===== src/shared/ncci_pkg.sv =====
`default_nettype none
package ncci_pkg;
  // Array geometry of the card.
  localparam int PAGES = 16384;
  localparam int BLOCK_PAGES = 16;
  localparam int BLOCKS = 1024;
  localparam logic [9:0] PAGE_COLS = 10'h210;
  localparam logic [9:0] HALF_COL = 10'h100;
  localparam logic [9:0] SPARE_COL = 10'h200;
  localparam logic [9:0] BAD_COL = 10'h205;
  localparam logic [3:0] BAD_ZEROS = 4'h2;
  localparam int ADDR_CYC_PAGE = 3;
  localparam int ADDR_CYC_BLOCK = 2;
  // Command bytes.
  localparam logic [7:0] CMD_READ_A = 8'h00;
  localparam logic [7:0] CMD_READ_B = 8'h01;
  localparam logic [7:0] CMD_READ_SPARE = 8'h50;
  localparam logic [7:0] CMD_READ_ID = 8'h90;
  localparam logic [7:0] CMD_STATUS = 8'h70;
  localparam logic [7:0] CMD_RESET = 8'hFF;
  localparam logic [7:0] CMD_PROG = 8'h80;
  localparam logic [7:0] CMD_PROG_GO = 8'h10;
  localparam logic [7:0] CMD_ERASE = 8'h60;
  localparam logic [7:0] CMD_ERASE_GO = 8'hD0;
  localparam logic [7:0] ID_ADDR = 8'h00;
  // Timing, in the printed unit and as clock counts at 50 ns.
  localparam int CLK_NS = 50;
  localparam int T_WB_NS = 100;
  localparam int T_R_US = 10;
  localparam int T_PROG_US = 500;
  localparam int T_BERS_US = 4000;
  localparam logic [16:0] WB_CYC = 17'((T_WB_NS + CLK_NS - 1) / CLK_NS);
  localparam logic [16:0] R_CYC = 17'((T_R_US * 1000) / CLK_NS);
  localparam logic [16:0] PROG_CYC = 17'((T_PROG_US * 1000) / CLK_NS);
  localparam logic [16:0] BERS_CYC = 17'((T_BERS_US * 1000) / CLK_NS);
  // Write data buffer shape.
  localparam int FIFO_W = 8;
  localparam int FIFO_D = 8;

  typedef enum logic [2:0] {
    OP_READ_A, OP_READ_B, OP_READ_SPARE, OP_ID, OP_STATUS, OP_PROG, OP_ERASE, OP_RESET
  } ncci_op_e;

  // One user request: page row, start column and byte count.
  typedef struct packed {
    ncci_op_e op;
    logic [13:0] row;
    logic [7:0] col;
    logic [9:0] len;
  } ncci_req_s;

  // Card pins driven by the controller.
  typedef struct packed {
    logic cle;
    logic ale;
    logic cs_n;
    logic in_strobe_n;
    logic out_strobe_n;
    logic lock_n;
    logic data_oe;
    logic [7:0] data;
  } ncci_pins_s;
endpackage : ncci_pkg
`default_nettype wire


===== src/design/ncci_fifo.sv =====
`default_nettype none
module ncci_fifo #(
  parameter int W = ncci_pkg::FIFO_W,
  parameter int D = ncci_pkg::FIFO_D
) (
  input wire logic clock_i,
  input wire logic resetn_i,
  input wire logic in_valid_i,
  output logic in_ready_o,
  input wire logic [W-1:0] in_data_i,
  output logic out_valid_o,
  input wire logic out_ready_i,
  output logic [W-1:0] out_data_o
);
  localparam int AW = $clog2(D);
  logic [W-1:0] mem_r [D];
  logic [AW-1:0] wp_r, wp_nxt, rp_r, rp_nxt;
  logic [AW:0] cnt_r, cnt_nxt;
  logic rdy_r, rdy_nxt, ov_r, ov_nxt;
  logic [W-1:0] od_r, od_nxt;
  logic push, pop;

  // Push when a slot is free; pop into the output register when it empties.
  assign push = in_valid_i && rdy_r;
  assign pop = (cnt_r != '0) && (!ov_r || out_ready_i);

  // Next pointers, fill level and output register.
  always_comb begin
    wp_nxt = push ? wp_r + 1'b1 : wp_r;
    rp_nxt = pop ? rp_r + 1'b1 : rp_r;
    cnt_nxt = cnt_r;
    if (push && !pop) begin
      cnt_nxt = cnt_r + 1'b1;
    end else if (pop && !push) begin
      cnt_nxt = cnt_r - 1'b1;
    end
    rdy_nxt = (cnt_nxt != (AW+1)'(D));
    ov_nxt = pop ? 1'b1 : (out_ready_i ? 1'b0 : ov_r);
    od_nxt = pop ? mem_r[rp_r] : od_r;
  end

  // State registers.
  always_ff @(posedge clock_i or negedge resetn_i) begin
    if (!resetn_i) begin
      wp_r <= '0;
      rp_r <= '0;
      cnt_r <= '0;
      rdy_r <= 1'b0;
      ov_r <= 1'b0;
      od_r <= '0;
    end else begin
      wp_r <= wp_nxt;
      rp_r <= rp_nxt;
      cnt_r <= cnt_nxt;
      rdy_r <= rdy_nxt;
      ov_r <= ov_nxt;
      od_r <= od_nxt;
    end
  end

  // Storage array, written without reset.
  always_ff @(posedge clock_i) begin
    if (push) begin
      mem_r[wp_r] <= in_data_i;
    end
  end

  assign in_ready_o = rdy_r;
  assign out_valid_o = ov_r;
  assign out_data_o = od_r;
endmodule : ncci_fifo
`default_nettype wire


===== src/design/ncci_host.sv =====
`default_nettype none
module ncci_host #(
  parameter logic [16:0] PROG_WAIT_CYC = ncci_pkg::PROG_CYC,
  parameter logic [16:0] ERASE_WAIT_CYC = ncci_pkg::BERS_CYC
) (
  input wire logic clock_i,
  input wire logic resetn_i,
  input wire logic req_valid_i,
  input wire ncci_pkg::ncci_req_s req_i,
  output logic req_ready_o,
  input wire logic wr_valid_i,
  input wire logic [7:0] wr_data_i,
  output logic wr_ready_o,
  output logic rd_valid_o,
  output logic [7:0] rd_data_o,
  output logic done_o,
  output logic bad_o,
  output logic timeout_o,
  input wire logic busy_n_i,
  input wire logic [7:0] data_i,
  output ncci_pkg::ncci_pins_s pins_o
);
  typedef enum logic [2:0] {S_IDLE, S_GATE, S_CMD, S_ADDR, S_WDATA, S_BUSY, S_RDATA, S_DONE}
    ncci_state_e;

  ncci_state_e st_r, st_nxt;
  ncci_pkg::ncci_req_s req_r, req_nxt;
  ncci_pkg::ncci_pins_s pins_r, pins_nxt;
  logic [1:0] ph_r, ph_nxt;
  logic [9:0] idx_r, idx_nxt, col_r, col_nxt;
  logic [16:0] wait_r, wait_nxt, limit;
  logic conf_r, conf_nxt, bad_r, bad_nxt, tmo_r, tmo_nxt;
  logic rdv_r, rdv_nxt, done_r, done_nxt, rdy_r, rdy_nxt;
  logic [7:0] rdd_r, rdd_nxt;
  logic f_valid, f_pop, wr_st;
  logic [7:0] f_data;

  // Count of zero bits in a byte.
  function automatic logic [3:0] zero_cnt(input logic [7:0] b);
    zero_cnt = 4'h0;
    for (int i = 0; i < 8; i++) begin
      zero_cnt = zero_cnt + {3'b000, ~b[i]};
    end
  endfunction : zero_cnt

  // Setup or confirm byte for the current operation.
  function automatic logic [7:0] cmd_byte(input ncci_pkg::ncci_op_e op, input logic conf);
    case (op)
      ncci_pkg::OP_READ_B: cmd_byte = ncci_pkg::CMD_READ_B;
      ncci_pkg::OP_READ_SPARE: cmd_byte = ncci_pkg::CMD_READ_SPARE;
      ncci_pkg::OP_ID: cmd_byte = ncci_pkg::CMD_READ_ID;
      ncci_pkg::OP_STATUS: cmd_byte = ncci_pkg::CMD_STATUS;
      ncci_pkg::OP_RESET: cmd_byte = ncci_pkg::CMD_RESET;
      ncci_pkg::OP_PROG: cmd_byte = conf ? ncci_pkg::CMD_PROG_GO : ncci_pkg::CMD_PROG;
      ncci_pkg::OP_ERASE: cmd_byte = conf ? ncci_pkg::CMD_ERASE_GO : ncci_pkg::CMD_ERASE;
      default: cmd_byte = ncci_pkg::CMD_READ_A;
    endcase
  endfunction : cmd_byte

  // Address byte number i; erase skips the column byte.
  function automatic logic [7:0] addr_byte(input ncci_pkg::ncci_req_s r, input logic [9:0] i);
    logic [1:0] k;
    k = (r.op == ncci_pkg::OP_ERASE) ? i[1:0] + 2'd1 : i[1:0];
    case (k)
      2'd0: addr_byte = (r.op == ncci_pkg::OP_ID) ? ncci_pkg::ID_ADDR : r.col;
      2'd1: addr_byte = r.row[7:0];
      default: addr_byte = {2'b00, r.row[13:8]};
    endcase
  endfunction : addr_byte

  // Number of address cycles for an operation.
  function automatic logic [9:0] addr_cnt(input ncci_pkg::ncci_op_e op);
    case (op)
      ncci_pkg::OP_ID: addr_cnt = 10'd1;
      ncci_pkg::OP_ERASE: addr_cnt = 10'(ncci_pkg::ADDR_CYC_BLOCK);
      default: addr_cnt = 10'(ncci_pkg::ADDR_CYC_PAGE);
    endcase
  endfunction : addr_cnt

  ncci_fifo #(.W(ncci_pkg::FIFO_W), .D(ncci_pkg::FIFO_D)) u_wbuf (
    .clock_i(clock_i),
    .resetn_i(resetn_i),
    .in_valid_i(wr_valid_i),
    .in_ready_o(wr_ready_o),
    .in_data_i(wr_data_i),
    .out_valid_o(f_valid),
    .out_ready_i(f_pop),
    .out_data_o(f_data)
  );

  assign wr_st = (st_r == S_CMD) || (st_r == S_ADDR) || (st_r == S_WDATA);
  assign f_pop = (st_r == S_WDATA) && (ph_r == 2'd0);

  // Busy timeout limit by operation.
  always_comb begin
    case (req_r.op)
      ncci_pkg::OP_PROG: limit = PROG_WAIT_CYC;
      ncci_pkg::OP_ERASE, ncci_pkg::OP_RESET: limit = ERASE_WAIT_CYC;
      default: limit = ncci_pkg::R_CYC;
    endcase
  end

  // Sequencer: each byte is setup, strobe low, hold, one clock each except a data byte's setup, which waits for the buffer.
  always_comb begin
    st_nxt = st_r;
    req_nxt = req_r;
    ph_nxt = ph_r;
    idx_nxt = idx_r;
    col_nxt = col_r;
    wait_nxt = wait_r;
    conf_nxt = conf_r;
    bad_nxt = bad_r;
    tmo_nxt = tmo_r;
    rdv_nxt = 1'b0;
    rdd_nxt = rdd_r;
    done_nxt = 1'b0;
    case (st_r)
      S_IDLE: begin
        // A request is taken only at an edge where ready is shown, so one offer makes one request.
        if (req_valid_i && rdy_r) begin
          req_nxt = req_i;
          st_nxt = S_GATE;
          bad_nxt = 1'b0;
          tmo_nxt = 1'b0;
          case (req_i.op)
            ncci_pkg::OP_READ_B: col_nxt = ncci_pkg::HALF_COL | {2'b00, req_i.col};
            ncci_pkg::OP_READ_SPARE: col_nxt = ncci_pkg::SPARE_COL | {6'h00, req_i.col[3:0]};
            default: col_nxt = {2'b00, req_i.col};
          endcase
        end
      end
      S_GATE: begin
        if (busy_n_i || req_r.op == ncci_pkg::OP_STATUS || req_r.op == ncci_pkg::OP_RESET) begin
          st_nxt = S_CMD;
          conf_nxt = 1'b0;
          ph_nxt = 2'd0;
          idx_nxt = '0;
        end
      end
      S_CMD, S_ADDR, S_WDATA: begin
        if (ph_r == 2'd0) begin
          if (st_r != S_WDATA || f_valid) begin
            ph_nxt = 2'd1;
          end
        end else if (ph_r == 2'd1) begin
          ph_nxt = 2'd2;
        end else begin
          ph_nxt = 2'd0;
          idx_nxt = idx_r + 10'd1;
          if (st_r == S_CMD) begin
            idx_nxt = '0;
            wait_nxt = '0;
            if (conf_r || req_r.op == ncci_pkg::OP_RESET) begin
              st_nxt = S_BUSY;
            end else if (req_r.op == ncci_pkg::OP_STATUS) begin
              st_nxt = S_RDATA;
            end else begin
              st_nxt = S_ADDR;
            end
          end else if (st_r == S_ADDR && idx_r == addr_cnt(req_r.op) - 10'd1) begin
            // address then data; address then confirm.
            idx_nxt = '0;
            wait_nxt = '0;
            case (req_r.op)
              ncci_pkg::OP_ID: st_nxt = S_RDATA;
              ncci_pkg::OP_PROG: st_nxt = S_WDATA;
              ncci_pkg::OP_ERASE: begin
                st_nxt = S_CMD;
                conf_nxt = 1'b1;
              end
              default: st_nxt = S_BUSY;
            endcase
          end else if (st_r == S_WDATA && idx_r == req_r.len - 10'd1) begin
            // confirm after the last data byte.
            idx_nxt = '0;
            st_nxt = S_CMD;
            conf_nxt = 1'b1;
          end
        end
      end
      S_BUSY: begin
        wait_nxt = wait_r + 17'd1;
        if (wait_r >= ncci_pkg::WB_CYC && busy_n_i) begin
          st_nxt = (req_r.op == ncci_pkg::OP_PROG || req_r.op == ncci_pkg::OP_ERASE ||
                    req_r.op == ncci_pkg::OP_RESET) ? S_DONE : S_RDATA;
          ph_nxt = 2'd0;
        end else if (wait_r >= limit) begin
          tmo_nxt = 1'b1;
          st_nxt = S_DONE;
        end
      end
      S_RDATA: begin
        if (ph_r == 2'd0) begin
          ph_nxt = 2'd1;
        end else if (ph_r == 2'd1) begin
          ph_nxt = 2'd2;
          rdv_nxt = 1'b1;
          rdd_nxt = data_i;
          col_nxt = col_r + 10'd1;
          if (col_r == ncci_pkg::BAD_COL && zero_cnt(data_i) >= ncci_pkg::BAD_ZEROS &&
              req_r.op != ncci_pkg::OP_ID && req_r.op != ncci_pkg::OP_STATUS) begin
            bad_nxt = 1'b1;
          end
        end else begin
          ph_nxt = 2'd0;
          idx_nxt = idx_r + 10'd1;
          if (idx_r + 10'd1 >= req_r.len) begin
            st_nxt = S_DONE;
          end
        end
      end
      S_DONE: begin
        done_nxt = 1'b1;
        st_nxt = S_IDLE;
      end
      default: st_nxt = S_IDLE;
    endcase
  end

  // Pin values for the coming cycle.
  always_comb begin
    pins_nxt = pins_r;
    rdy_nxt = (st_nxt == S_IDLE);
    // select stays low across a whole read, released only at the end.
    pins_nxt.cs_n = (st_nxt == S_IDLE) || (st_nxt == S_GATE) || (st_nxt == S_DONE);
    // command latch held over setup, strobe and hold.
    pins_nxt.cle = (st_nxt == S_CMD);
    pins_nxt.ale = (st_nxt == S_ADDR);
    // data cycles strobe with both latches low.
    pins_nxt.in_strobe_n = !(((st_nxt == S_CMD) || (st_nxt == S_ADDR) || (st_nxt == S_WDATA)) &&
                             (ph_nxt == 2'd1));
    pins_nxt.out_strobe_n = !((st_nxt == S_RDATA) && (ph_nxt == 2'd1));
    pins_nxt.data_oe = (st_nxt == S_CMD) || (st_nxt == S_ADDR) || (st_nxt == S_WDATA);
    pins_nxt.lock_n = (st_nxt != S_IDLE) &&
                      (req_nxt.op == ncci_pkg::OP_PROG || req_nxt.op == ncci_pkg::OP_ERASE);
    if (wr_st && ph_r == 2'd0 && ph_nxt == 2'd1) begin
      case (st_r)
        // a fresh pointer command is sent for every read.
        S_CMD: pins_nxt.data = cmd_byte(req_r.op, conf_r);
        S_ADDR: pins_nxt.data = addr_byte(req_r, idx_r);
        default: pins_nxt.data = f_data;
      endcase
    end
  end

  // State registers.
  always_ff @(posedge clock_i or negedge resetn_i) begin
    if (!resetn_i) begin
      st_r <= S_IDLE;
      req_r <= '0;
      ph_r <= 2'd0;
      idx_r <= '0;
      col_r <= '0;
      wait_r <= '0;
      conf_r <= 1'b0;
      bad_r <= 1'b0;
      tmo_r <= 1'b0;
      rdv_r <= 1'b0;
      rdd_r <= '0;
      done_r <= 1'b0;
      rdy_r <= 1'b0;
      pins_r <= '{cle: 1'b0, ale: 1'b0, cs_n: 1'b1, in_strobe_n: 1'b1, out_strobe_n: 1'b1,
                  lock_n: 1'b0, data_oe: 1'b0, data: 8'h00};
    end else begin
      st_r <= st_nxt;
      req_r <= req_nxt;
      ph_r <= ph_nxt;
      idx_r <= idx_nxt;
      col_r <= col_nxt;
      wait_r <= wait_nxt;
      conf_r <= conf_nxt;
      bad_r <= bad_nxt;
      tmo_r <= tmo_nxt;
      rdv_r <= rdv_nxt;
      rdd_r <= rdd_nxt;
      done_r <= done_nxt;
      rdy_r <= rdy_nxt;
      pins_r <= pins_nxt;
    end
  end

  assign pins_o = pins_r;
  assign req_ready_o = rdy_r;
  assign rd_valid_o = rdv_r;
  assign rd_data_o = rdd_r;
  assign done_o = done_r;
  assign bad_o = bad_r;
  assign timeout_o = tmo_r;
endmodule : ncci_host
`default_nettype wire


===== config.mk =====
export PLATFORM = sky130hd
export DESIGN_NAME = ncci_host
export DESIGN_NICKNAME = d
export VERILOG_FILES = /design/src/shared/ncci_pkg.sv /design/src/design/ncci_fifo.sv /design/src/design/ncci_host.sv
export SDC_FILE = /design/constraint.sdc
export NUM_CORES = 1
export LEC_CHECK = 0
export ABC_AREA = 1
export BUFFER_PORTS_ARGS = -buffer_cell sky130_fd_sc_hd__buf_4
export CAP_MARGIN = 20
export CORE_MARGIN = 1
export CORE_UTILIZATION = 55
export DETAILED_ROUTE_END_ITERATION = 12
export PLACE_DENSITY_LB_ADDON = 0.3
export SYNTH_ARGS = -nofsm -noshare
export SYNTH_HDL_FRONTEND = slang
export SYNTH_HIERARCHICAL = 1
export SYNTH_SLANG_ARGS = --single-unit

===== constraint.sdc =====
create_clock -name clock_i -period 2.5 [get_ports clock_i]
set_input_delay 0.25 -clock clock_i [delete_from_list [all_inputs] [get_ports clock_i]]
set_output_delay 0.25 -clock clock_i [all_outputs]
set_load 0.02 [all_outputs]

# == Yosys cells after proc, flatten, opt, wreduce, memory -nomap -nowiden ==
# Memories as Yosys holds them, arrays and structs flattened. A register that Yosys moved wholly into a read port is not among the register bits.
# Cells that the tools add are included.
# word_totals
regBits,118
mem_bits_rw,64
inputBits,56
out_inout_bits,29
elab_cells,251
memories,1
# classes
n_addsub,17
order_cmp,4
eq_ne,48
mux,84
n_bitwise,9
n_reduce_logical,59
# mem_list
memory,depth,width,read_ports,rd_ports_with_merged_regs,write_ports,line,rtl
u_wbuf.mem_r,8,8,1,1,1,ncci_fifo.sv:16,logic [W-1:0] mem_r [D];
# ops
cell,n
two-way mux 10 bit,15
two-way mux 35 bit,2
two-way mux 17 bit,4
case mux 17 bit (2 select lines),2
case mux 8 bit (7 select lines),1
two-way mux 3 bit,14
case mux 10 bit (2 select lines),2
"== test 3 bit, second input constant",13
case mux 8 bit (2 select lines),2
case mux 10 bit (3 select lines),1
two-way mux 8 bit,3
two-way mux 1 bit,22
"!= test 2 bit, second input constant",11
"== test 3 x 2 -> 1 bit, second input constant",7
"adder 10 x 1 -> 10 bit, second input constant",2
== test 10 bit,2
"subtractor 10 x 1 -> 10 bit, second input constant",2
case mux 3 bit (6 select lines),1
"adder 17 x 1 -> 17 bit, second input constant",1
greater-or-equal comparator 17 bit,1
"greater-or-equal comparator 17 x 2 -> 1 bit, second input constant",1
logical AND 1 bit,17
adder 4 x 1 -> 4 bit,4
"!= test 3 bit, second input constant",5
36 further kinds,86

# == Logic depth before layout (Yosys ltp) ==
# logic_depth
word_depth,19
ltp_mapped,22

# == Hierarchy ==
# The synthesis kept the hierarchy.
# modules_own_cells
mod,instances,cells_per_inst,area_each_um2
ncci_host,1,884,6608.8
ncci_fifo,1,296,3508.4

# == Worst setup path before layout ==
# OpenSTA, ideal clock, no wires.
# synth_timing
kind,input to register
startpoint,in data_i[0]
endpoint,reg bad_r (netlist: bad_o)
arrival_ns,2.867
required_time_ns,2.379
setup_slack_ns,-0.488
path_stages,11
path_cell_list,inv_1 -> fa_1 -> fa_1 -> fa_1 -> ha_1 -> inv_1 -> fa_1 -> o21ai_0 -> a21oi_1 -> o21ai_0 -> a22o_1
# synth_via
elab_chain_cells,14
# synth_rtl
item,line,rtl
from (decl),ncci_host.sv:20,"input wire logic [7:0] data_i,"
inverter 1 bit,ncci_host.sv:42,"zero_cnt = zero_cnt + {3'b000, ~b[i]};"
adder 1 x 1 -> 2 bit,ncci_host.sv:42,
adder 2 x 1 -> 3 bit,ncci_host.sv:42,
adder 3 x 1 -> 4 bit,ncci_host.sv:42,
adder 4 x 1 -> 4 bit (4 in a row),ncci_host.sv:42,
greater-or-equal comparator 4 x 2 -> 1 bit,ncci_host.sv:200,if (col_r == ncci_pkg::BAD_COL && zero_cnt(data_i) >= ncci_pkg::BAD_ZEROS &&
logical AND 1 bit (2 in a row),ncci_host.sv:200,
logical AND 1 bit,ncci_host.sv:201,req_r.op != ncci_pkg::OP_ID && req_r.op != ncci_pkg::OP_STATUS) begin
!= test 2 bit (no line),--,
AND reduction 5 bit (no line),--,
to (signal assigned),ncci_host.sv:272,bad_r <= bad_nxt;
to (decl),ncci_host.sv:32,"logic conf_r, conf_nxt, bad_r, bad_nxt, tmo_r, tmo_nxt;"
# No other way between the ends.
# A chain may end at the register's enable or synchronous reset.

==> Flow_metrics.wiki <==
{| class="wikitable"
! Metric !! Value
|-
| Max-cap violation count || 0
|-
| Vias/cell || 5.519
|-
| Max Clk Rate || about 0.36 GHz
|-
| Post-route clock period utilization || 1.114
|-
| Total via count after detailed routing || 8598
|-
| H-tree lvl count || 4
|-
| Clock latency on the worst-skew pair || roughly 0.44 ns
|-
| Synth Flop Type || sky130_fd_sc_hd__dfrtp_1
|-
| Smallest hold slack || roughly 0.018 ns
|-
| Number of nets with antenna violations after detailed routing || 0
|-
| Count of distinct cell types in the synthesized netlist || 56
|-
| Area share of the largest cell type after synthesis || 0.3042
|-
| Startpoint Class || register
|-
| Mapped Nets || 1275
|-
| Estimated wirelength of the detail-placed design || ~18000 um
|-
| Global-route total usage across every layer || 0.2709
|-
| Final Critical Period || between 2 and 3 ns
|-
| Total design power || about 14 mW
|-
| Tightest slew margin relative to the limit || 0.5394
|-
| Register bit total from synthesis || 190
|-
| Standard cell area after detailed placement || ~11000 um2
|-
| Horizontal die dimension || 137.6 um
|-
| Die height || ~140 um
|-
| TritonCTS buffer count || 17
|-
| Setup Crit Path Kind || reg -> reg
|-
| Number of placement rows || 49
|-
| Data required time at the worst endpoint || roughly 2.8 ns
|-
| Lkg Pwr || 5.630 nW
|-
| DRC violation count after routing || 0
|-
| Final routed wirelength across all metal layers || around 25000 um
|-
| Crit Path Max Fanout || 3
|-
| Area Overhead vs Synth || 19.16%
|-
| Fraction of synthesis flops using an asynchronous set or reset pin || 0.6632
|-
| Run status || finished with violations
|-
| Data arrival time of the critical path || between 3 and 4 ns
|-
| Total congestion overflow || 0
|-
| Antenna violations before repair || 0
|-
| Overall die area || 18940 um2
|-
| Pins over their slew limit || 0
|-
| Violations in the final reports || setup timing
|-
| Slew at the pin closest to its max-slew limit || slightly below 0.7 ns
|-
| Number of hold violations in the final report || 0
|-
| Proportion of layout cells with a drive suffix above 1 || 0.1874
|-
| Leading cell types by count after synthesis || 247 x sky130_fd_sc_hd__nand2_1, 140 x sky130_fd_sc_hd__inv_1, 128 x sky130_fd_sc_hd__nor2_1, 123 x sky130_fd_sc_hd__dfrtp_1, 114 x sky130_fd_sc_hd__o21ai_0
|-
| Slack of the critical path || -0.2850 ns
|-
| First-pass DRT Iterations || 5
|-
| Pre-CTS setup slack || -0.6515 ns
|-
| Vias in the first global route || roughly 8100
|-
| Total negative slack for setup checks || -1.744 ns
|-
| Tightest Hold Check Type || in -> reg
|-
| Number of top-level design ports || 85
|-
| TritonCTS clock tree || built
|-
| Post-synthesis instance area || about 10000 um2
|-
| Category of the worst setup path capture point || register
|-
| Cell accounting for the most synthesized area || sky130_fd_sc_hd__dfrtp_1
|-
| Maximum vdd drop || 0.6598 mV
|-
| Power density of the placed cells || around 1200 nW/um2
|-
| Count of input and output buffers || 84
|-
| Global-route wire length before repair || 39090 um
|-
| Number of violations reported at the end of detailed-routing iteration 0 || approximately 600
|-
| Final cell area excluding filler cells || approximately 12000 um2
|-
| Routability Congestion || 0.9622
|-
| Unrepaired setup endpoints after global routing || yes
|-
| Standard cell core area || approximately 18000 um2
|-
| Cells taking the most area after synthesis || sky130_fd_sc_hd__dfrtp_1 30%, sky130_fd_sc_hd__edfxtp_1 19%, sky130_fd_sc_hd__nand2_1 9.2%
|-
| Number of clock sinks || 190
|-
| Post-Syn Area per Cell || around 8.6 um2
|-
| # diodes || 0
|-
| Clock Skew || approximately 0.014 ns
|-
| Library cell with the highest instance count after synthesis || sky130_fd_sc_hd__nand2_1
|-
| Clock edge transition at the registers on the reported setup and hold paths || roughly 0.07 ns
|-
| Largest buffer count on any clock path || 2
|-
| Initial Util || 0.5613
|-
| Synthesis warning total || 6
|-
| WL per Instance || between 15 and 20 um
|-
| Sequential area share after synthesis || 0.5020
|-
| Setup violations, final || 8
|-
| Synthesized netlist cell count || between 1000 and 1500
|-
| Cell at the root of the clock tree || sky130_fd_sc_hd__clkbuf_16
|-
| Fin nets || ~1400
|-
| Largest net degree at the start of global routing || 53
|-
| Number of enable flip-flop cells after synthesis || 64
|}
-- logic make-up after synthesis --
| kind of cell | count (synthesis) | share of synthesized area |
|---|---|---|
| adder cells (fa/ha/maj) | 39 | 0.05120 |
| XOR/XNOR | 20 | 0.01731 |
| flip-flops | 190 | 0.5020 |
| AO/OA/AOI/OAI | 228 | 0.1291 |
| buffers and inverters | 182 | 0.07000 |
| AND/OR/NAND/NOR | 521 | 0.2304 |
-- per-stage QoR --
step | instances | util
2_1_floorplan | 1180 | -
6_report | 1558 | 0.6688
5_1_grt | 1558 | 0.6688
4_1_cts | 1554 | 0.6642
3_5_place_dp | 1517 | 0.6300
3_3_place_gp | 1517 | 0.6300
-- sequential cells by signal, indices dropped and copies added (netlist names), 2 cells and up --
signal	flops
u_wbuf/cnt_r	4
idx_r	10
st_r	3
rd_data_o	8
pins_o	15
col_r	10
wait_r	17
req_r	35
u_wbuf/mem_r	64
ph_r	2
u_wbuf/rp_r	3
u_wbuf/out_data_o	8
u_wbuf/wp_r	3
-- critical path: stages (launching register included) --
cell	delay [ns]
sky130_fd_sc_hd__dfrtp_1	0.39
sky130_fd_sc_hd__inv_2	0.07
sky130_fd_sc_hd__nor3_4	0.20
sky130_fd_sc_hd__nand4_1	0.18
sky130_fd_sc_hd__nor2_2	0.19
sky130_fd_sc_hd__nand2_1	0.10
sky130_fd_sc_hd__xor2_2	0.17
sky130_fd_sc_hd__ha_4	0.29
sky130_fd_sc_hd__nand2_2	0.06
sky130_fd_sc_hd__nor2_1	0.15
sky130_fd_sc_hd__o211ai_1	0.11
sky130_fd_sc_hd__nand4_1	0.11
sky130_fd_sc_hd__nand2_1	0.09
sky130_fd_sc_hd__nand2_1	0.07
sky130_fd_sc_hd__nand2_1	0.06
sky130_fd_sc_hd__nand3_2	0.10
sky130_fd_sc_hd__nand2_2	0.08
sky130_fd_sc_hd__buf_6	0.12
sky130_fd_sc_hd__nand4_1	0.08
sky130_fd_sc_hd__nand2_1	0.05
-- final cells by class --
cell class                      count  area, um2
Inverter                          153      574.3
Tap cell                          229      286.5
Fill cell                        1458       5969
Clock buffer                       18      439.2
Multi-Input combinational cell    808       4420
Timing Repair Buffer              146       1131
Clock inverter                     14      123.9
Sequential cell                   190       5080
-- per-layer routing --
metal,GRT usage,up-vias,routed length (um),part of all wire
met2,0.4514,234,12530,0.50
met1,0.3491,4108,10640,0.43
met4,0.1087,0,599,0.024
li1,-,4218,-,-
met3,0.04820,38,1047,0.042
met5,0,-,0,0
-- final timing paths --
kind / depth (start not counted) / slack, ns / endpoint / start
min in group asynchronous: 2 / 0.34 / u_wbuf/cnt_r[0] / resetn_i
setup / recovery: 19 / -0.28 / pins_o[8] / idx_r[1]
hold reg to reg: 2 / 0.48 / u_wbuf/out_data_o[0] / u_wbuf/out_data_o[0]
max in group asynchronous: 3 / 1.41 / idx_r[2] / resetn_i
hold / removal: 3 / 0.02 / req_r[4] / req_i[4]
setup reg to reg: 19 / -0.28 / pins_o[8] / idx_r[1]
-- timing repair --
action | CTS | global route
endpoints found under the setup margin | 8 | 22
buffers inserted | 4 | 4
hold buffers | 1 | 0
pin swaps | 12 | 10
gates resized for setup | 6 | 15
endpoints found under the hold margin | 47 | 0
-- power by group --
group	switching (mW)	internal, mW	total, mW
sequential	0.634	4.17	4.81
clock	1.28	1.34	2.62
combinational	4.25	2.44	6.70
-- cells in the final DEF (no fill, tap or decap), types with 21 or more instances in the layout --
| cell type | count |
|---|---|
| sky130_fd_sc_hd__o21ai_1 | 21 |
| sky130_fd_sc_hd__nor2_1 | 124 |
| sky130_fd_sc_hd__buf_4 | 141 |
| sky130_fd_sc_hd__edfxtp_1 | 64 |
| sky130_fd_sc_hd__o21ai_0 | 112 |
| sky130_fd_sc_hd__ha_1 | 31 |
| sky130_fd_sc_hd__dfrtp_1 | 122 |
| sky130_fd_sc_hd__nand2_1 | 243 |
| sky130_fd_sc_hd__nand4_1 | 24 |
| sky130_fd_sc_hd__inv_1 | 131 |
| sky130_fd_sc_hd__o211ai_1 | 21 |
| sky130_fd_sc_hd__a21oi_1 | 29 |
| sky130_fd_sc_hd__nand3_1 | 63 |
(Power assumes the default switching activity.)
